$ cat src/design/fsled_regs.svh
// register map, field positions, reset values and timing figures of the led controller
`ifndef FSLED_REGS_SVH
`define FSLED_REGS_SVH
// ====================================
// clock and timing
`define FSLED_CLK_HZ 100000000.0
`define FSLED_PREOP_BLINK_HZ 0.4
`define FSLED_SAFEOP_BLINK_HZ 1.2
`define FSLED_BOOT_FLICKER_HZ 10.0
`define FSLED_POWERUP_S 15.0
`define FSLED_LINK_STRETCH_MS 50.0
`define FSLED_LINE_RATE_MBPS 100
// ====================================
// register offsets
`define FSLED_ADDR_W 8
`define FSLED_CTRL_ADDR 8'h00
`define FSLED_STATUS_ADDR 8'h04
`define FSLED_ISTAT_ADDR 8'h08
`define FSLED_IMASK_ADDR 8'h0C
// ====================================
// fields
`define FSLED_ESM_W 4
`define FSLED_CTRL_CPL_LSB 0
`define FSLED_CTRL_MOD_LSB 4
`define FSLED_CTRL_HOST_BIT 8
`define FSLED_CTRL_FB_BIT 9
`define FSLED_STAT_RED_LSB 8
`define FSLED_IRQ_W 4
`define FSLED_IRQ_STATE 0
`define FSLED_IRQ_FAULT 1
`define FSLED_IRQ_PWRUP 2
`define FSLED_IRQ_LINK 3
`define FSLED_IMASK_RESET 4'h0
`define FSLED_PAIR_THRESHOLD 4
`endif

$ cat src/design/fsled_pkg.sv
// types shared by the led controller modules
package fsled_pkg;
  typedef enum logic [3:0] {
    FSLED_ESM_INIT = 4'h1,
    FSLED_ESM_PREOP = 4'h2,
    FSLED_ESM_BOOT = 4'h3,
    FSLED_ESM_SAFEOP = 4'h4,
    FSLED_ESM_OP = 4'h8
  } fsled_esm_type;
endpackage

$ cat src/design/fsled_ifs.sv
// interfaces between the controller top and its pattern and health modules
`timescale 1ns/10ps
interface fsled_led_if;
  logic [3:0] esm_state;
  logic led;
  modport src (output esm_state, input led);
  modport gen (input esm_state, output led);
endinterface

interface fsled_health_if #(parameter int CHANNELS = 8);
  localparam int LEDS = (CHANNELS > 4) ? (CHANNELS + 1) / 2 : CHANNELS;
  logic [CHANNELS-1:0] cfg_valid;
  logic [CHANNELS-1:0] fault;
  logic [LEDS-1:0] green;
  logic [LEDS-1:0] red;
  modport mon (output cfg_valid, output fault, input green, input red);
  modport hlt (input cfg_valid, input fault, output green, output red);
endinterface

$ cat src/design/fsled_blink.sv
// blink pattern generator for one state indicator
`timescale 1ns/10ps
`include "fsled_regs.svh"
module fsled_blink import fsled_pkg::*; #(
  parameter int unsigned PREOP_HALF = $rtoi(`FSLED_CLK_HZ / (2.0 * `FSLED_PREOP_BLINK_HZ)),
  parameter int unsigned SAFEOP_HALF = $rtoi(`FSLED_CLK_HZ / (2.0 * `FSLED_SAFEOP_BLINK_HZ)),
  parameter int unsigned BOOT_HALF = $rtoi(`FSLED_CLK_HZ / (2.0 * `FSLED_BOOT_FLICKER_HZ))
) (
  input wire logic clk,
  input wire logic rst_n,
  fsled_led_if.gen pat
);
  typedef struct packed {
    logic [3:0] prev;
    logic [31:0] cnt;
    logic led;
  } fsled_blink_state_type;
  fsled_blink_state_type cur_reg, cur_next;
  logic [31:0] half;

  // ====================================
  // pattern
  always_comb begin
    cur_next = cur_reg;
    case (fsled_esm_type'(pat.esm_state))
      FSLED_ESM_PREOP: half = PREOP_HALF;
      FSLED_ESM_SAFEOP: half = SAFEOP_HALF;
      FSLED_ESM_BOOT: half = BOOT_HALF;
      default: half = 32'h0;
    endcase
    if (pat.esm_state != cur_reg.prev) begin
      // restart blinking states and op in the lit phase so they show at once; init and unknown codes restart dark
      cur_next.prev = pat.esm_state;
      cur_next.cnt = 32'h0;
      cur_next.led = (half != 32'h0) || (pat.esm_state == FSLED_ESM_OP);
    end else if (half == 32'h0) begin
      cur_next.cnt = 32'h0;
      cur_next.led = (pat.esm_state == FSLED_ESM_OP);
    end else if (cur_reg.cnt >= half - 32'h1) begin
      cur_next.cnt = 32'h0;
      cur_next.led = ~cur_reg.led;
    end else begin
      cur_next.cnt = cur_reg.cnt + 32'h1;
    end
  end

  always_ff @(posedge clk or negedge rst_n) begin
    if (!rst_n) begin
      cur_reg <= '{prev: FSLED_ESM_INIT, cnt: 32'h0, led: 1'b0};
    end else begin
      cur_reg <= cur_next;
    end
  end

  assign pat.led = cur_reg.led;

  restart_clean_a: assert property (@(posedge clk) disable iff (!rst_n)
    (pat.esm_state != cur_reg.prev) |=> (cur_reg.cnt == 32'h0))
    else $error("pattern counter not restarted on state change");
endmodule

$ cat src/design/fsled_health.sv
// green/red health indicators per channel, or per channel pair above four channels
`timescale 1ns/10ps
`include "fsled_regs.svh"
module fsled_health #(
  parameter int CHANNELS = 8
) (
  input wire logic clk,
  input wire logic rst_n,
  fsled_health_if.hlt hif
);
  localparam int LEDS = (CHANNELS > `FSLED_PAIR_THRESHOLD) ? (CHANNELS + 1) / 2 : CHANNELS;
  typedef struct packed {
    logic [LEDS-1:0] green;
    logic [LEDS-1:0] red;
  } fsled_health_state_type;
  fsled_health_state_type cur_reg, cur_next;
  logic [LEDS-1:0] ok_w;
  logic [LEDS-1:0] bad_w;

  // ====================================
  // channel grouping; only analog channel flags come in, digital i/o never reaches here
  for (genvar i = 0; i < LEDS; i++) begin : g_led
    if (CHANNELS > `FSLED_PAIR_THRESHOLD && (2 * i + 1) < CHANNELS) begin : g_pair
      assign bad_w[i] = hif.fault[2*i] | hif.fault[2*i+1];
      assign ok_w[i] = hif.cfg_valid[2*i] & hif.cfg_valid[2*i+1];
    end else if (CHANNELS > `FSLED_PAIR_THRESHOLD) begin : g_odd
      assign bad_w[i] = hif.fault[2*i];
      assign ok_w[i] = hif.cfg_valid[2*i];
    end else begin : g_single
      assign bad_w[i] = hif.fault[i];
      assign ok_w[i] = hif.cfg_valid[i];
    end
  end

  always_comb begin
    cur_next.red = bad_w;
    cur_next.green = ok_w & ~bad_w;
  end

  always_ff @(posedge clk or negedge rst_n) begin
    if (!rst_n) begin
      cur_reg <= '0;
    end else begin
      cur_reg <= cur_next;
    end
  end

  assign hif.green = cur_reg.green;
  assign hif.red = cur_reg.red;

  colour_exclusive_a: assert property (@(posedge clk) disable iff (!rst_n)
    (cur_reg.green & cur_reg.red) == '0)
    else $error("channel led shows green and red together");
endmodule

$ cat src/design/fsled_ctrl.sv
// status led controller: coupler run/link leds and module run/state/channel leds
`timescale 1ns/10ps
`include "fsled_regs.svh"
// Functional notes
// - run led dark in init, about 0.4 Hz in pre-op, 1.2 Hz in safe-op
// - run led flickers fast in bootstrap and stays lit in operational
// - separate link leds for upstream port, module link and downstream port
// - fieldbus ports run at 100 Mbit/s
// - module run led lit steadily after about 15 s power-up when connected
// - module run led blinks while configuration software holds a connection
// - module run led steady while communicating over the fieldbus
// - module state led uses the coupler run led patterns for its own state
// - channel led green when configured and fault free, red on fault
// - above four inputs one led covers two channels, red if either errs
// - digital inputs and outputs never affect the channel leds
module fsled_ctrl import fsled_pkg::*; #(
  parameter int CHANNELS = 8,
  parameter int unsigned PREOP_HALF = $rtoi(`FSLED_CLK_HZ / (2.0 * `FSLED_PREOP_BLINK_HZ)),
  parameter int unsigned SAFEOP_HALF = $rtoi(`FSLED_CLK_HZ / (2.0 * `FSLED_SAFEOP_BLINK_HZ)),
  parameter int unsigned BOOT_HALF = $rtoi(`FSLED_CLK_HZ / (2.0 * `FSLED_BOOT_FLICKER_HZ)),
  parameter int unsigned POWERUP_CYC = $rtoi(`FSLED_CLK_HZ * `FSLED_POWERUP_S),
  parameter int unsigned LINK_STRETCH = $rtoi(`FSLED_CLK_HZ * `FSLED_LINK_STRETCH_MS / 1000.0),
  parameter int LEDS = (CHANNELS > `FSLED_PAIR_THRESHOLD) ? (CHANNELS + 1) / 2 : CHANNELS
) (
  input wire logic clk,
  input wire logic rst_n,
  input wire logic [`FSLED_ADDR_W-1:0] reg_addr,
  input wire logic [31:0] reg_wdata,
  input wire logic reg_wr,
  input wire logic reg_rd,
  output logic [31:0] reg_rdata,
  output logic irq,
  input wire logic upstream_port_up,
  input wire logic upstream_port_100m,
  input wire logic upstream_port_act,
  input wire logic module_link_up,
  input wire logic module_link_act,
  input wire logic downstream_port_up,
  input wire logic downstream_port_100m,
  input wire logic downstream_port_act,
  input wire logic module_connected,
  input wire logic [CHANNELS-1:0] chan_cfg_valid,
  input wire logic [CHANNELS-1:0] chan_fault,
  output logic coupler_run_led,
  output logic upstream_link_led,
  output logic module_link_led,
  output logic downstream_link_led,
  output logic module_run_led,
  output logic module_state_led,
  output logic [LEDS-1:0] chan_green_led,
  output logic [LEDS-1:0] chan_red_led
);
  localparam int STR_W = $clog2(LINK_STRETCH + 1);
  localparam int IW = `FSLED_IRQ_W;
  localparam int EW = `FSLED_ESM_W;
  localparam logic [STR_W-1:0] STR_FULL = STR_W'(LINK_STRETCH);
  localparam logic [STR_W-1:0] STR_HALF = STR_W'(LINK_STRETCH / 2);
  localparam logic [30:0] PU_LAST = 31'(POWERUP_CYC - 1);

  typedef struct packed {
    logic [EW-1:0] coupler_state;
    logic [EW-1:0] module_state;
    logic host_conn;
    logic fb_comm;
    logic [IW-1:0] istat;
    logic [IW-1:0] imask;
    logic [31:0] rdata;
    logic irq;
    logic [30:0] pu_cnt;
    logic pu_done;
    logic [2:0][STR_W-1:0] stretch;
    logic [2:0] link_ok_prev;
    logic [2:0] link_led;
    logic run_led;
    logic [LEDS-1:0] red_prev;
    logic in_step;
  } fsled_top_state_type;

  fsled_top_state_type cur_reg, cur_next;
  logic [2:0] link_ok;
  logic [2:0] link_act;
  logic [IW-1:0] ev_set;
  logic [IW-1:0] ev_clr;
  logic [31:0] status_w;
  logic wr_ctrl;
  logic [EW-1:0] new_cpl;
  logic [EW-1:0] new_mod;

  // ====================================
  // pattern and health submodules
  fsled_led_if cpl_if();
  fsled_led_if mod_if();
  fsled_led_if host_if();
  fsled_health_if #(.CHANNELS(CHANNELS)) hlt_if();

  assign cpl_if.esm_state = cur_reg.coupler_state;
  assign mod_if.esm_state = cur_reg.module_state;
  // the host blink only needs a running pre-op pattern while the link is held
  assign host_if.esm_state = cur_reg.host_conn ? FSLED_ESM_PREOP : FSLED_ESM_OP;
  assign hlt_if.cfg_valid = chan_cfg_valid;
  assign hlt_if.fault = chan_fault;

  fsled_blink #(.PREOP_HALF(PREOP_HALF), .SAFEOP_HALF(SAFEOP_HALF), .BOOT_HALF(BOOT_HALF))
    u_cpl_blink (.clk(clk), .rst_n(rst_n), .pat(cpl_if.gen));
  fsled_blink #(.PREOP_HALF(PREOP_HALF), .SAFEOP_HALF(SAFEOP_HALF), .BOOT_HALF(BOOT_HALF))
    u_mod_blink (.clk(clk), .rst_n(rst_n), .pat(mod_if.gen));
  fsled_blink #(.PREOP_HALF(PREOP_HALF), .SAFEOP_HALF(SAFEOP_HALF), .BOOT_HALF(BOOT_HALF))
    u_host_blink (.clk(clk), .rst_n(rst_n), .pat(host_if.gen));
  fsled_health #(.CHANNELS(CHANNELS)) u_health (.clk(clk), .rst_n(rst_n), .hif(hlt_if.hlt));

  // ====================================
  // link qualification
  // fieldbus ports count as up only at the nominal line rate
  assign link_ok[0] = upstream_port_up & upstream_port_100m;
  assign link_ok[1] = module_link_up;
  assign link_ok[2] = downstream_port_up & downstream_port_100m;
  assign link_act = {downstream_port_act, module_link_act, upstream_port_act};
  assign wr_ctrl = reg_wr && (reg_addr == `FSLED_CTRL_ADDR);
  assign new_cpl = reg_wdata[`FSLED_CTRL_CPL_LSB +: EW];
  assign new_mod = reg_wdata[`FSLED_CTRL_MOD_LSB +: EW];

  always_comb begin
    status_w = 32'h0;
    status_w[0] = coupler_run_led;
    status_w[3:1] = cur_reg.link_led;
    status_w[4] = cur_reg.run_led;
    status_w[5] = module_state_led;
    status_w[6] = cur_reg.pu_done;
    status_w = status_w | (32'(hlt_if.red) << `FSLED_STAT_RED_LSB);
  end

  // ====================================
  // next state
  always_comb begin
    cur_next = cur_reg;
    ev_set = '0;
    ev_clr = '0;
    // control register
    if (wr_ctrl) begin
      cur_next.coupler_state = reg_wdata[`FSLED_CTRL_CPL_LSB +: EW];
      cur_next.module_state = reg_wdata[`FSLED_CTRL_MOD_LSB +: EW];
      cur_next.host_conn = reg_wdata[`FSLED_CTRL_HOST_BIT];
      cur_next.fb_comm = reg_wdata[`FSLED_CTRL_FB_BIT];
      ev_set[`FSLED_IRQ_STATE] = reg_wdata[`FSLED_CTRL_CPL_LSB +: EW] != cur_reg.coupler_state;
      // the two state leds share a phase only when both patterns restart on one write
      cur_next.in_step = (new_cpl == new_mod) &&
        ((new_cpl != cur_reg.coupler_state) == (new_mod != cur_reg.module_state)) &&
        (cur_reg.in_step || (new_cpl != cur_reg.coupler_state));
    end
    if (reg_wr && reg_addr == `FSLED_IMASK_ADDR) begin
      cur_next.imask = reg_wdata[IW-1:0];
    end
    if (reg_wr && reg_addr == `FSLED_ISTAT_ADDR) begin
      ev_clr = reg_wdata[IW-1:0];
    end
    // power-up timer
    if (!cur_reg.pu_done) begin
      if (cur_reg.pu_cnt == PU_LAST) begin
        cur_next.pu_done = 1'b1;
        ev_set[`FSLED_IRQ_PWRUP] = 1'b1;
      end else begin
        cur_next.pu_cnt = cur_reg.pu_cnt + 31'h1;
      end
    end
    // module run led: steady on the bus, blinking for the host, else steady
    cur_next.run_led = cur_reg.pu_done && module_connected &&
      (cur_reg.fb_comm || !cur_reg.host_conn || host_if.led);
    // link leds: lit while up, a dark half-stretch per burst of traffic
    for (int i = 0; i < 3; i++) begin
      if (!link_ok[i]) begin
        cur_next.stretch[i] = '0;
      end else if (cur_reg.stretch[i] == '0) begin
        cur_next.stretch[i] = link_act[i] ? STR_FULL : '0;
      end else begin
        cur_next.stretch[i] = cur_reg.stretch[i] - STR_W'(1);
      end
      cur_next.link_led[i] = link_ok[i] && (cur_next.stretch[i] <= STR_HALF);
    end
    cur_next.link_ok_prev = link_ok;
    ev_set[`FSLED_IRQ_LINK] = |(cur_reg.link_ok_prev & ~link_ok);
    // new channel fault
    cur_next.red_prev = hlt_if.red;
    ev_set[`FSLED_IRQ_FAULT] = |(hlt_if.red & ~cur_reg.red_prev);
    // set wins over a write-one clear in the same cycle
    cur_next.istat = (cur_reg.istat & ~ev_clr) | ev_set;
    cur_next.irq = |(cur_next.istat & cur_next.imask);
    // read data stands one cycle after the strobe, zero otherwise
    cur_next.rdata = 32'h0;
    if (reg_rd) begin
      case (reg_addr)
        `FSLED_CTRL_ADDR: begin
          cur_next.rdata[`FSLED_CTRL_CPL_LSB +: EW] = cur_reg.coupler_state;
          cur_next.rdata[`FSLED_CTRL_MOD_LSB +: EW] = cur_reg.module_state;
          cur_next.rdata[`FSLED_CTRL_HOST_BIT] = cur_reg.host_conn;
          cur_next.rdata[`FSLED_CTRL_FB_BIT] = cur_reg.fb_comm;
        end
        `FSLED_STATUS_ADDR: begin
          cur_next.rdata = status_w;
        end
        `FSLED_ISTAT_ADDR: begin
          cur_next.rdata[IW-1:0] = cur_reg.istat;
        end
        `FSLED_IMASK_ADDR: begin
          cur_next.rdata[IW-1:0] = cur_reg.imask;
        end
        default: begin
          cur_next.rdata = 32'h0;
        end
      endcase
    end
  end

  // ====================================
  // state register
  always_ff @(posedge clk or negedge rst_n) begin
    if (!rst_n) begin
      cur_reg <= '0;
      cur_reg.coupler_state <= FSLED_ESM_INIT;
      cur_reg.module_state <= FSLED_ESM_INIT;
      cur_reg.imask <= `FSLED_IMASK_RESET;
      cur_reg.in_step <= 1'b1;
    end else begin
      cur_reg <= cur_next;
    end
  end

  // ====================================
  // outputs
  assign reg_rdata = cur_reg.rdata;
  assign irq = cur_reg.irq;
  assign coupler_run_led = cpl_if.led;
  assign module_state_led = mod_if.led;
  assign upstream_link_led = cur_reg.link_led[0];
  assign module_link_led = cur_reg.link_led[1];
  assign downstream_link_led = cur_reg.link_led[2];
  assign module_run_led = cur_reg.run_led;
  assign chan_green_led = hlt_if.green;
  assign chan_red_led = hlt_if.red;

  // ====================================
  // checks
  init_dark_a: assert property (@(posedge clk) disable iff (!rst_n)
    (cur_reg.coupler_state == FSLED_ESM_INIT) [*3] |-> !coupler_run_led)
    else $error("run led lit in init state");

  op_steady_a: assert property (@(posedge clk) disable iff (!rst_n)
    (cur_reg.coupler_state == FSLED_ESM_OP) [*3] |-> coupler_run_led)
    else $error("run led dark in operational state");

  mirror_state_a: assert property (@(posedge clk) disable iff (!rst_n)
    cur_reg.in_step [*3] |-> (module_state_led == coupler_run_led))
    else $error("state led pattern differs from run led");

  link_down_a: assert property (@(posedge clk) disable iff (!rst_n)
    !module_link_up |=> !module_link_led)
    else $error("module link led lit with link down");

  up_rate_a: assert property (@(posedge clk) disable iff (!rst_n)
    !upstream_port_100m |=> !upstream_link_led)
    else $error("upstream led lit below line rate");

  down_rate_a: assert property (@(posedge clk) disable iff (!rst_n)
    !downstream_port_100m |=> !downstream_link_led)
    else $error("downstream led lit below line rate");

  powerup_first_a: assert property (@(posedge clk) disable iff (!rst_n)
    module_run_led |-> cur_reg.pu_done)
    else $error("run led lit before power-up ended");

  bus_steady_a: assert property (@(posedge clk) disable iff (!rst_n)
    (cur_reg.pu_done && module_connected && cur_reg.fb_comm) |=> module_run_led)
    else $error("run led not steady on fieldbus traffic");

  pwrup_flag_a: assert property (@(posedge clk) disable iff (!rst_n)
    $rose(cur_reg.pu_done) |-> cur_reg.istat[`FSLED_IRQ_PWRUP])
    else $error("power-up flag lost");

  irq_level_a: assert property (@(posedge clk) disable iff (!rst_n)
    irq == |(cur_reg.istat & cur_reg.imask))
    else $error("interrupt line disagrees with flags");

  ctrl_read_a: assert property (@(posedge clk) disable iff (!rst_n)
    (reg_rd && reg_addr == `FSLED_CTRL_ADDR) |=>
      (reg_rdata[`FSLED_CTRL_CPL_LSB +: EW] == $past(cur_reg.coupler_state)))
    else $error("control read back wrong");

  state_flag_a: assert property (@(posedge clk) disable iff (!rst_n)
    (wr_ctrl && new_cpl != cur_reg.coupler_state) |=> cur_reg.istat[`FSLED_IRQ_STATE])
    else $error("state change flag not set");

  link_flag_a: assert property (@(posedge clk) disable iff (!rst_n)
    (|(cur_reg.link_ok_prev & ~link_ok)) |=> cur_reg.istat[`FSLED_IRQ_LINK])
    else $error("link loss flag not set");

  read_idle_a: assert property (@(posedge clk) disable iff (!rst_n)
    !reg_rd |=> (reg_rdata == 32'h0))
    else $error("read data stands outside its cycle");

  host_blink_a: assert property (@(posedge clk) disable iff (!rst_n)
    (cur_reg.pu_done && module_connected && cur_reg.host_conn && !cur_reg.fb_comm) |=>
      (module_run_led == $past(host_if.led)))
    else $error("run led does not follow the host blink");

  dark_flash_a: assert property (@(posedge clk) disable iff (!rst_n)
    (link_ok[0] && link_act[0] && cur_reg.stretch[0] == '0) |=> !upstream_link_led)
    else $error("no dark flash on upstream traffic");
endmodule

$ cat config.mk
export PLATFORM = sky130hd
export DESIGN_NAME = fsled_ctrl
export DESIGN_NICKNAME = d
export VERILOG_FILES = /design/src/design/fsled_pkg.sv /design/src/design/fsled_ifs.sv /design/src/design/fsled_blink.sv /design/src/design/fsled_health.sv /design/src/design/fsled_ctrl.sv
export VERILOG_INCLUDE_DIRS = /design/src /design/src/design
export SDC_FILE = /design/constraint.sdc
export NUM_CORES = 1
export LEC_CHECK = 0
export BUFFER_PORTS_ARGS = -buffer_cell sky130_fd_sc_hd__buf_2
export CAP_MARGIN = 20
export CORE_MARGIN = 5
export CORE_UTILIZATION = 45
export CTS_BUF_LIST = sky130_fd_sc_hd__clkbuf_8
export CTS_CLUSTER_DIAMETER = 80
export DETAILED_ROUTE_END_ITERATION = 12
export GPL_ROUTABILITY_DRIVEN = 0
export GPL_TIMING_DRIVEN = 0
export PLACE_DENSITY = 0.69
export SYNTH_ARGS = -nofsm -noshare
export SYNTH_HDL_FRONTEND = slang
export SYNTH_SLANG_ARGS = --single-unit
$ cat constraint.sdc
create_clock -name clk -period 7.1 [get_ports clk]
set_input_delay 1.065 -clock clk [delete_from_list [all_inputs] [get_ports clk]]
set_output_delay 1.065 -clock clk [all_outputs]
set_load 0.01 [all_outputs]
==> flow_summary.toml, run 1 <==
[cts]
ctsHoldBuffers = 0
cts_tree = "built"
cts_htree_levels = 2
cts_buffers = 48
clockBufferDepth = 3
cts.repair.resized = 0
path_clk_slew_ns = 0.06
cts.sinks = 261
post-cts-setup-buffer-count = 0
clk_latency_ns = 0.55
cts_root_buffer = "clkbuf_8"

[critical_path]
path_class = "reg2reg"
r2r-end = "u_cpl_blink.cur_reg[13]$_DFF_PN0_"
crit_chain = "clkbuf_1 > or4b_2 > clkbuf_1 > nand2_1 > ha_1 > and3_1 > a221o_1 > a221o_1 > a21oi_1 > o31ai_1 > a211o_1 > clkbuf_1 > nor2_1"
r2r-start = "cpl_if.esm_state[2]$_DFFE_PN0P_"
worstPathRequired_ns = 7.55
end_kind = "register"
max_stage_delay_ns = 0.61
cp_max_fo = 10
r2r_slack_ns = 3.07
crit_top_cell = "clkbuf_1"
cp-start-kind = "register"
crit_path_top_delay_cell = "or4b_2"
cp_top_family = "compound AO/OA/AOI/OAI gates"
cp.arrival_ns = 4.48
path_depth = 13
r2r_cells = 13
cp_num_buf_inv = 3

[drt]
routedWlPerCell_um = 14.9
vias_per_cell = 5.25
antenna_left = 0
drcViolationCount = 0
num_vias = 11200
first_pass_iters = 5
drt_iter0_markers = 508
drt-total-wl_mm = 31.7

[power_and_ir_drop]
power.total_mw = 5.57
power_frac_seq_pct = 33.5
p_switching_mw = 2.10
p_sw_share_pct = 37.8
peakVddDrop_mv = 0.300
powerDensity_nw_per_um2 = 331
pwr-share-clk_pct = 29.1
p_int_mw = 3.46
p_leak_nw = 8.00
comb_power_share_pct = 37.4

[grt]
overflow = 0
grt_pass1_vias = 11200
grt_max_degree = 108
grt_pass1_wl_mm = 54.1
antenna_found_initial = 5
track_usage_pct = 17.6

[synth]
synth_seq_area_share_pct = 44.7
async_flop_share_pct = 100
yosysTopAreaCell = "dfrtp_1"
yosysMostFrequentCell = "dfrtp_1"
synthTopCellsByArea = "dfrtp_1 (44%), ha_1 (7.0%), xnor2_1 (5.7%)"
ys_types = 84
synth_top_flop_cell = "dfrtp_1"
syn_inst = 1497
synth_top_area_share_pct = 43.8
netlist_area_sq_um = 14600
yosys_warnings = 0
synth_seq_cells = 261
synth_commonest_cells = "dfrtp_1 (256), nor2_1 (219), xnor2_1 (95), nand2_1 (93), xor2_1 (83)"
avgSynthCellArea_sq_um = 9.78
synth_edf_count = 0

[cells_and_area]
largest_reg_flops = 118
nets = 1798
drive_above_1_share_pct = 15.7
fill_cells = 2960
antenna_cells = 0
stdcell_count = 2128
area_growth_pct = 15.0

[placement]
pre_cts_slack_ns = 2.95
dp_hpwl_mm = 22.7
dp.cells = 2039
io_buffers = 72

[timing]
final_max_slew_viol_count = 0
fin_ws_ns = 3.07
finalClockSkew_ns = 0.0229
finalSetupViolCount = 0
hold_viol = 0
fin_setup_tns_ns = 0
rsz0062_at_grt = "false"
fmax_mhz = 248
fin_crit_ns = 4.03
finalCritPeriodShare_pct = 56.7
max-slew-margin-rel_pct = 33.3
worst_pin_slew_ns = 0.991

[floorplanning]
die_height_um = 190
die_w_um = 190
start_util_pct = 45.3
core_area_sq_um = 32300
fp.dieArea_sq_um = 36200
num_rows = 66
pin_count = 116

[worst_hold_path]
hp-class = "reg2reg"
hold_depth = 0
hold_start = "u_health.hif.red[2]$_DFF_PN0_"
holdPathEnd = "cur_reg[3]$_DFF_PN0_"

[status]
status = "finished clean"

[flow_run]
max_cap_violations = 0
[power by group through the flow]
stage	clock [mW]	sequential, mW	combinational, mW
after CTS	1.67	1.86	2.07
after global placement	0	1.88	2.01
after floorplan	0	1.84	1.62
final	1.62	1.86	2.08
after global routing	1.74	1.89	2.33
after detailed placement	0	1.88	2.06
[cell type report]
class / instances / area, sq um / share of cell area (%)
flip-flops and latches: 261 / 6540 / 38.8
repair buffers: 74 / 425 / 2.53
clock buffers: 62 / 853 / 5.07
multi-input cells: 1132 / 7560 / 45.0
well taps: 442 / 553 / 3.29
inverters: 44 / 165 / 0.981
plain buffers: 86 / 469 / 2.79
clock inverters: 27 / 260 / 1.55
[worst max-delay path by stage]
| stage | startpoint | end | slack [ns] |
|---|---|---|---|
| finish | cpl_if.esm_state[2]$_DFFE_PN0P_ | u_cpl_blink.cur_reg[13]$_DFF_PN0_ | 3.07 |
| global route | cpl_if.esm_state[2]$_DFFE_PN0P_ | u_cpl_blink.cur_reg[14]$_DFF_PN0_ | 2.81 |
| CTS | cpl_if.esm_state[2]$_DFFE_PN0P_ | u_cpl_blink.cur_reg[11]$_DFF_PN0_ | 3.07 |
| detailed placement | reg_addr[5] | irq$_DFF_PN0_ | 2.95 |
| global placement | rst_n | cur_reg[28]$_DFF_PN0_ | 0.23 |
| floorplan | cpl_if.esm_state[2]$_DFFE_PN0P_ | u_cpl_blink.pat.led$_DFFE_PN0P_ | 3.66 |
[kinds of logic (layout without fill, tap and decap cells)]
group	after synthesis	count (layout)	share of synthesized area, %
AND/OR/NAND/NOR	640	640	22.5
flip-flops	261	261	44.7
XOR/XNOR	178	178	10.6
AO/OA/AOI/OAI	175	175	8.25
buffers and inverters	130	293	4.33
adder cells (fa/ha/maj)	82	82	7.01
multiplexers	30	30	2.55
other	1	27	0.0256
[stage by stage]
step	util, %	cell area, sq um	hold slack, ns
after CTS	52.1	16800	0.405
after detailed placement	48.7	15700	0.407
after floorplan	-	14700	0.381
after global placement	48.5	15700	0.408
after global routing	52.1	16800	0.440
final	52.1	16800	0.416
[layer usage]
metal	track usage, %	wire length, um
met5	0	51
met4	4.92	669
met3	3.13	1510
met2	29.5	15000
met1	23.7	14500
[placed cells by master, fill, tap and decap left out, types with 11 or more instances in the layout]
cell	synthesis	layout
a21o_1	16	16
a21oi_1	55	55
and2_1	17	17
and3_1	36	36
buf_2	3	74
buf_4	36	36
clkbuf_1	46	46
clkbuf_8	0	62
conb_1	1	27
dfrtp_1	256	256
ha_1	82	82
inv_1	44	53
mux2_2	18	18
nand2_1	93	93
nand3_1	70	70
nand4_1	41	41
nor2_1	219	219
nor2b_1	11	11
nor3_1	37	37
nor4_1	21	21
o21ai_0	26	26
or2_2	13	13
or3_1	13	13
or4_1	13	13
xnor2_1	95	95
xor2_1	83	83
No activity file was read; power rests on OpenSTA's default activity.
==> inputs of run 2 (changes only) <==
- PLACE_DENSITY: 0.69 -> 0.71
- clock period: 7.1 -> 3.6 ns (I/O delays scaled with it)
==> run 2 against run 1 <==
Die area unchanged; maximum frequency rose by 18%; count of clock-buffer cells in the layout down 2; utilization fell by 0.49 points; critical path type unchanged.
==> flow_summary.toml, run 2 (synthesis gave the netlist of run 1 again) <==
[timing]
finalClockSkew_ns = 0.0190
finalCritPeriodShare_pct = 94.9
hold_viol = 0
fin_ws_ns = 0.185
hold_ws_ns = 0.185
worst_pin_slew_ns = 0.858
fin_crit_ns = 3.42
final_max_slew_viol_count = 0
fmax_mhz = 293
max-slew-margin-rel_pct = 42.3
fin_setup_tns_ns = 0
finalSetupViolCount = 0

[power_and_ir_drop]
pwr-share-clk_pct = 25.9
comb_power_share_pct = 39.0
power_frac_seq_pct = 35.2
powerDensity_nw_per_um2 = 628
peakVddDrop_mv = 0.377
p_leak_nw = 7.95
p_sw_share_pct = 38.7
p_int_mw = 6.41
p_switching_mw = 4.06

[cells_and_area]
nets = 1789
final_common_cell = "dfrtp_1"
fill_cells = 2964
area_growth_pct = 13.9
final_core_util_pct = 51.6
largest_reg_flops = 118
most-common-layout-cells = "dfrtp_1 (253), nor2_1 (219), xnor2_1 (95)"
drive_above_1_share_pct = 15.8

[placement]
io_buffers = 72
pre_cts_slack_ns = -0.410
dp_hpwl_mm = 22.9

[floorplanning]
die_height_um = 190
die_w_um = 190
start_util_pct = 45.3
num_rows = 66
pin_count = 116
fp.dieArea_sq_um = 36200
core_area_sq_um = 32300

[drt]
drcViolationCount = 0
drt_iter0_markers = 564
num_vias = 11000
routedWlPerCell_um = 14.8
drt-total-wl_mm = 31.3
first_pass_iters = 5
vias_per_cell = 5.22
antenna_left = 0

[status]
status = "finished clean"

[critical_path]
r2r-end = "u_cpl_blink.cur_reg[10]$_DFF_PN0_"
r2r_cells = 11
cp-start-kind = "register"
cp.arrival_ns = 3.89
end_kind = "register"
r2r_slack_ns = 0.18
cp_max_fo = 10
path_class = "reg2reg"
r2r-start = "cpl_if.esm_state[1]$_DFFE_PN0P_"
worstPathRequired_ns = 4.08

[cts]
path_clk_slew_ns = 0.06
cts_buffers = 45
clk_latency_ns = 0.56
cts_tree = "built"
clockBufferDepth = 3
cts.sinks = 261
cts_htree_levels = 2
cts_root_buffer = "clkbuf_8"

[grt]
antenna_found_initial = 2
overflow = 0
grt_max_degree = 96
track_usage_pct = 17.5
grt_pass1_wl_mm = 53.6
grt_pass1_vias = 11200

[worst_hold_path]
hold_depth = 2
hold_start = "chan_fault[4]"
holdPathEnd = "u_health.hif.red[2]$_DFF_PN0_"
hp-class = "in2reg"

[flow_run]
max_cap_violations = 0
-- run 2: worst max path at each step --
| stage | from | to | cells past startpoint |
|---|---|---|---|
| after global routing | cur_reg[14]$_DFF_PN0_ | upstream_link_led$_DFF_PN0_ | 9 |
| after floorplan | cpl_if.esm_state[2]$_DFFE_PN0P_ | u_cpl_blink.pat.led$_DFFE_PN0P_ | 12 |
| after CTS | mod_if.esm_state[1]$_DFFE_PN0P_ | u_mod_blink.cur_reg[19]$_DFF_PN0_ | 14 |
| final | cpl_if.esm_state[1]$_DFFE_PN0P_ | u_cpl_blink.cur_reg[10]$_DFF_PN0_ | 11 |
| after global placement | rst_n | cur_reg[52]$_DFF_PN0_ | 1 |
| after detailed placement | cpl_if.esm_state[1]$_DFFE_PN0P_ | u_cpl_blink.cur_reg[10]$_DFF_PN0_ | 15 |
-- run 2: area by class of cell --
type / count / area [sq um] / share of cell area, %
clock buffer: 60 / 826 / 4.95
buffer: 78 / 447 / 2.68
clock inverter: 23 / 108 / 0.645
antenna: 2 / 5.00 / 0.0300
sequential: 261 / 6540 / 39.2
tap: 442 / 553 / 3.32
multi-input combinational: 1132 / 7580 / 45.5
inverter: 44 / 165 / 0.991
timing repair buffer: 76 / 443 / 2.66
-- run 2: per-stage QoR --
stage / total power, mW / area (sq um) / instances
CTS: 10.5 / 16700 / 2118
floorplan: 6.83 / 14700 / 1523
detailed placement: 7.76 / 15700 / 2039
global placement: 7.64 / 15700 / 2037
finish: 10.5 / 16700 / 2118
global route: 11.2 / 16700 / 2118
-- run 2: worst max-delay path, stage by stage, from the launching register on --
cell	delay (ns)
dfrtp_2	0.47
or4b_4	0.61
nand2_1	0.10
ha_1	0.24
and3_1	0.18
a221o_1	0.34
a221o_1	0.34
a21oi_1	0.15
o31ai_1	0.09
a211o_2	0.43
clkbuf_2	0.22
nor2_1	0.15
-- run 2: what timing repair did --
action | CTS | global route
hold buffers | 1 | 0
resized for setup | 11 | 5
setup endpoints to repair | 64 | 64
endpoints found under the hold margin | 6 | 0
gates cloned | 0 | 0
buffers inserted | 0 | 1
pin swaps | 0 | 1
-- run 2: routing by layer --
| layer | GRT usage, % | part of all wire [%] | vias up |
|---|---|---|---|
| li1 | - | - | 5483 |
| met1 | 23.6 | 46 | 5351 |
| met2 | 28.8 | 47 | 167 |
| met3 | 3.20 | 4.2 | 47 |
| met4 | 5.44 | 2.3 | 0 |
| met5 | 0 | 0 | - |
-- run 2: power groups by stage --
stage	clock (mW)	combinational (mW)	sequential, mW
final	2.71	4.08	3.68
after global routing	2.95	4.57	3.73
after CTS	2.80	4.07	3.67
after detailed placement	0	4.05	3.71
after global placement	0	3.95	3.70
after floorplan	0	3.20	3.63
==> inputs of run 3 (changes only) <==
- ABC_AREA: not set -> 1
- CTS_CLUSTER_DIAMETER: 80 -> not set
==> run 3 against run 2 <==
Wire length is 20% higher; synthesized cell count rose by 42%; flip-flop and latch count unchanged; design area grew 9.2%; first-iteration DRC count grew 75%; register-to-register slack better by 0.25 ns; largest power group unchanged.
==> flow_summary.toml, run 3 <==
[status]
status = "finished clean"

[flow_run]
max_cap_violations = 0

[critical_path]
crit_chain = "buf_2 > nor2_1 > nand3_1 > inv_1 > nor2_1 > inv_2 > ha_1 > nand2_1 > nor2_1 > o21ai_0 > nand3_1 > nand3_1 > nand2_1 > a21o_1 > nand2_1 > nand2_1 > buf_2 > nor2_1 > nor2_1"
worstPathRequired_ns = 4.10
cp-start-kind = "register"
crit_path_top_delay_cell = "dfstp_2"
cp_max_fo = 10
crit_top_cell = "nor2_1"
end_kind = "register"
max_stage_delay_ns = 0.51
cp.arrival_ns = 3.66
path_class = "reg2reg"

[floorplanning]
num_rows = 69
fp.dieArea_sq_um = 39800
core_area_sq_um = 35500
die_w_um = 199
pin_count = 116
start_util_pct = 45.5
die_height_um = 199

[cells_and_area]
nets = 2425
stdcell_count = 2769
largest_reg_flops = 118
antenna_cells = 0
final_common_cell = "nand2_1"
area_growth_pct = 12.7
most-common-layout-cells = "nand2_1 (430), nor2_1 (385), inv_1 (274)"
drive_above_1_share_pct = 11.9
design_area_sq_um = 18200

[grt]
track_usage_pct = 18.9
grt_max_degree = 98
grt_pass1_vias = 13700
antenna_found_initial = 0
overflow = 0
grt_pass1_wl_mm = 63.4

[timing]
rsz0062_at_grt = "false"
finalSetupViolCount = 0
fin_crit_ns = 3.16
hold_ws_ns = 0.174
final_max_slew_viol_count = 0
max-slew-margin-rel_pct = 40.9
worst_pin_slew_ns = 0.878
fmax_mhz = 316
fin_setup_tns_ns = 0
finalCritPeriodShare_pct = 87.8
finalClockSkew_ns = 0.0333
hold_viol = 0

[synth]
synth_seq_area_share_pct = 40.5
netlist_area_sq_um = 16200
synth_top_area_share_pct = 39.7
yosysTopAreaCell = "dfrtp_1"
async_flop_share_pct = 100
yosys_warnings = 0
avgSynthCellArea_sq_um = 7.60
synth_top_flop_cell = "dfrtp_1"
ys_types = 54
synth_edf_count = 0
synth_seq_cells = 261
synthTopCellsByArea = "dfrtp_1 (40%), nand2_1 (10%), nor2_1 (8.9%)"
syn_inst = 2124
synth_commonest_cells = "nand2_1 (430), nor2_1 (385), inv_1 (260), dfrtp_1 (256), nand3_1 (132)"
yosysMostFrequentCell = "nand2_1"

[drt]
num_vias = 14000
route.met3.wl_mm = 1.69
wl_met1_mm = 17.1
drt-total-wl_mm = 37.7
routed.top_layer = "met4"
drt_iter0_markers = 986
first_pass_iters = 6
antenna_left = 0
drcViolationCount = 0
vias_per_cell = 5.07
routedWlPerCell_um = 13.6
met2_length_mm = 18.0

[placement]
placed_cell_area_sq_um = 17300
io_buffers = 73
dp_hpwl_mm = 28.7
dp.cells = 2686

[cts]
cts_htree_levels = 2
path_clk_slew_ns = 0.06
clk_latency_ns = 0.58
clockBufferDepth = 3
cts.repair.resized = 0
cts_root_buffer = "clkbuf_8"
cts.sinks = 261
cts_buffers = 46
cts_tree = "built"

[worst_hold_path]
hp-class = "in2reg"

[power_and_ir_drop]
peakVddDrop_mv = 0.422
p_leak_nw = 9.27
powerDensity_nw_per_um2 = 629
power.total_mw = 11.5
==> run 3: changes by cell type in the layout (fill, tap and decap cells not counted), sizes merged, moves of 15 or more <==
cell	previous run	this run
xnor2	95	32
a21oi	57	75
and3	36	0
nand4	42	59
o21ai	31	50
inv	62	283
and2	17	0
or4	15	0
nand2	94	436
nand3	70	138
nor2	219	413
clkbuf	98	78
nor3	38	67
mux2	18	1
==> run 3: area by class of cell <==
cell class                 instances  area [sq um]
sequential                       261          6540
timing repair buffer              76           440
clock buffer                      59           812
multi-input combinational       1546          8240
clock inverter                    23           131
tap                              461           577
inverter                         272          1020
buffer                            71           445
fill                            3395         17300
==> run 3: report_power, final <==
group	switching, mW	leakage, nW	internal [mW]	total (mW)
Clock	1.23	0.543	1.54	2.77
Sequential	0.344	3.48	3.30	3.65
Combinational	3.45	5.25	1.59	5.05
Total	5.03	9.27	6.44	11.5
==> run 3: path summary, 6_finish.rpt <==
path | from | to | slack, ns | depth (start not counted)
max | cpl_if.esm_state[0]$_DFFE_PN1P_ | u_cpl_blink.pat.led$_DFFE_PN0P_ | 0.44 | 19
min | chan_fault[7] | u_health.hif.red[3]$_DFF_PN0_ | 0.17 | 2
max reg2reg | cpl_if.esm_state[0]$_DFFE_PN1P_ | u_cpl_blink.pat.led$_DFFE_PN0P_ | 0.44 | 19
min reg2reg | u_health.hif.red[1]$_DFF_PN0_ | cur_reg[2]$_DFF_PN0_ | 0.40 | 0
max in group asynchronous | rst_n | u_host_blink.cur_reg[21]$_DFF_PN0_ | 2.17 | 3
min in group asynchronous | rst_n | u_cpl_blink.cur_reg[21]$_DFF_PN0_ | 0.52 | 2
==> run 3: stage by stage <==
| step | util [%] | setup WS [ns] |
|---|---|---|
| finish | 51.3 | 0.439 |
| detailed placement | 48.6 | 0.416 |
| global route | 51.3 | 0.0543 |
| floorplan | - | 0.997 |
| global placement | 48.5 | -2.79 |
| CTS | 51.3 | 0.376 |
==> run 3: repair_timing <==
| action | CTS | global route |
|---|---|---|
| buffers inserted | 0 | 0 |
| hold buffers | 1 | 0 |
| hold endpoints to repair | 73 | 0 |
==> run 3: layer usage <==
layer / up-vias / track usage (%)
met2: 321 / 32.4
met1: 6552 / 25.1
met3: 68 / 2.87
li1: 7085 / -
met5: - / 0
met4: 0 / 5.13
==> run 3: cell families after synthesis <==
family	after synthesis	share of synthesized area, %
and+or+nand+nor	1159	32.1
buffers and inverters	343	9.09
DFF	261	40.5
AOI/OAI and AO/OA	165	5.83
xor gates and xnor gates	112	6.07
adders and majority gates	82	6.35
other	1	0.0232
muxes	1	0.0697
==> run 3: worst max-delay path, delay by kind of cell (launching register included) <==
| family | cells | cell delay (ns) |
|---|---|---|
| flops | 1 | 0.51 |
| fa+ha+maj | 1 | 0.33 |
| compound gates | 2 | 0.20 |
| buf+inv | 4 | 0.69 |
| simple gates | 12 | 1.34 |
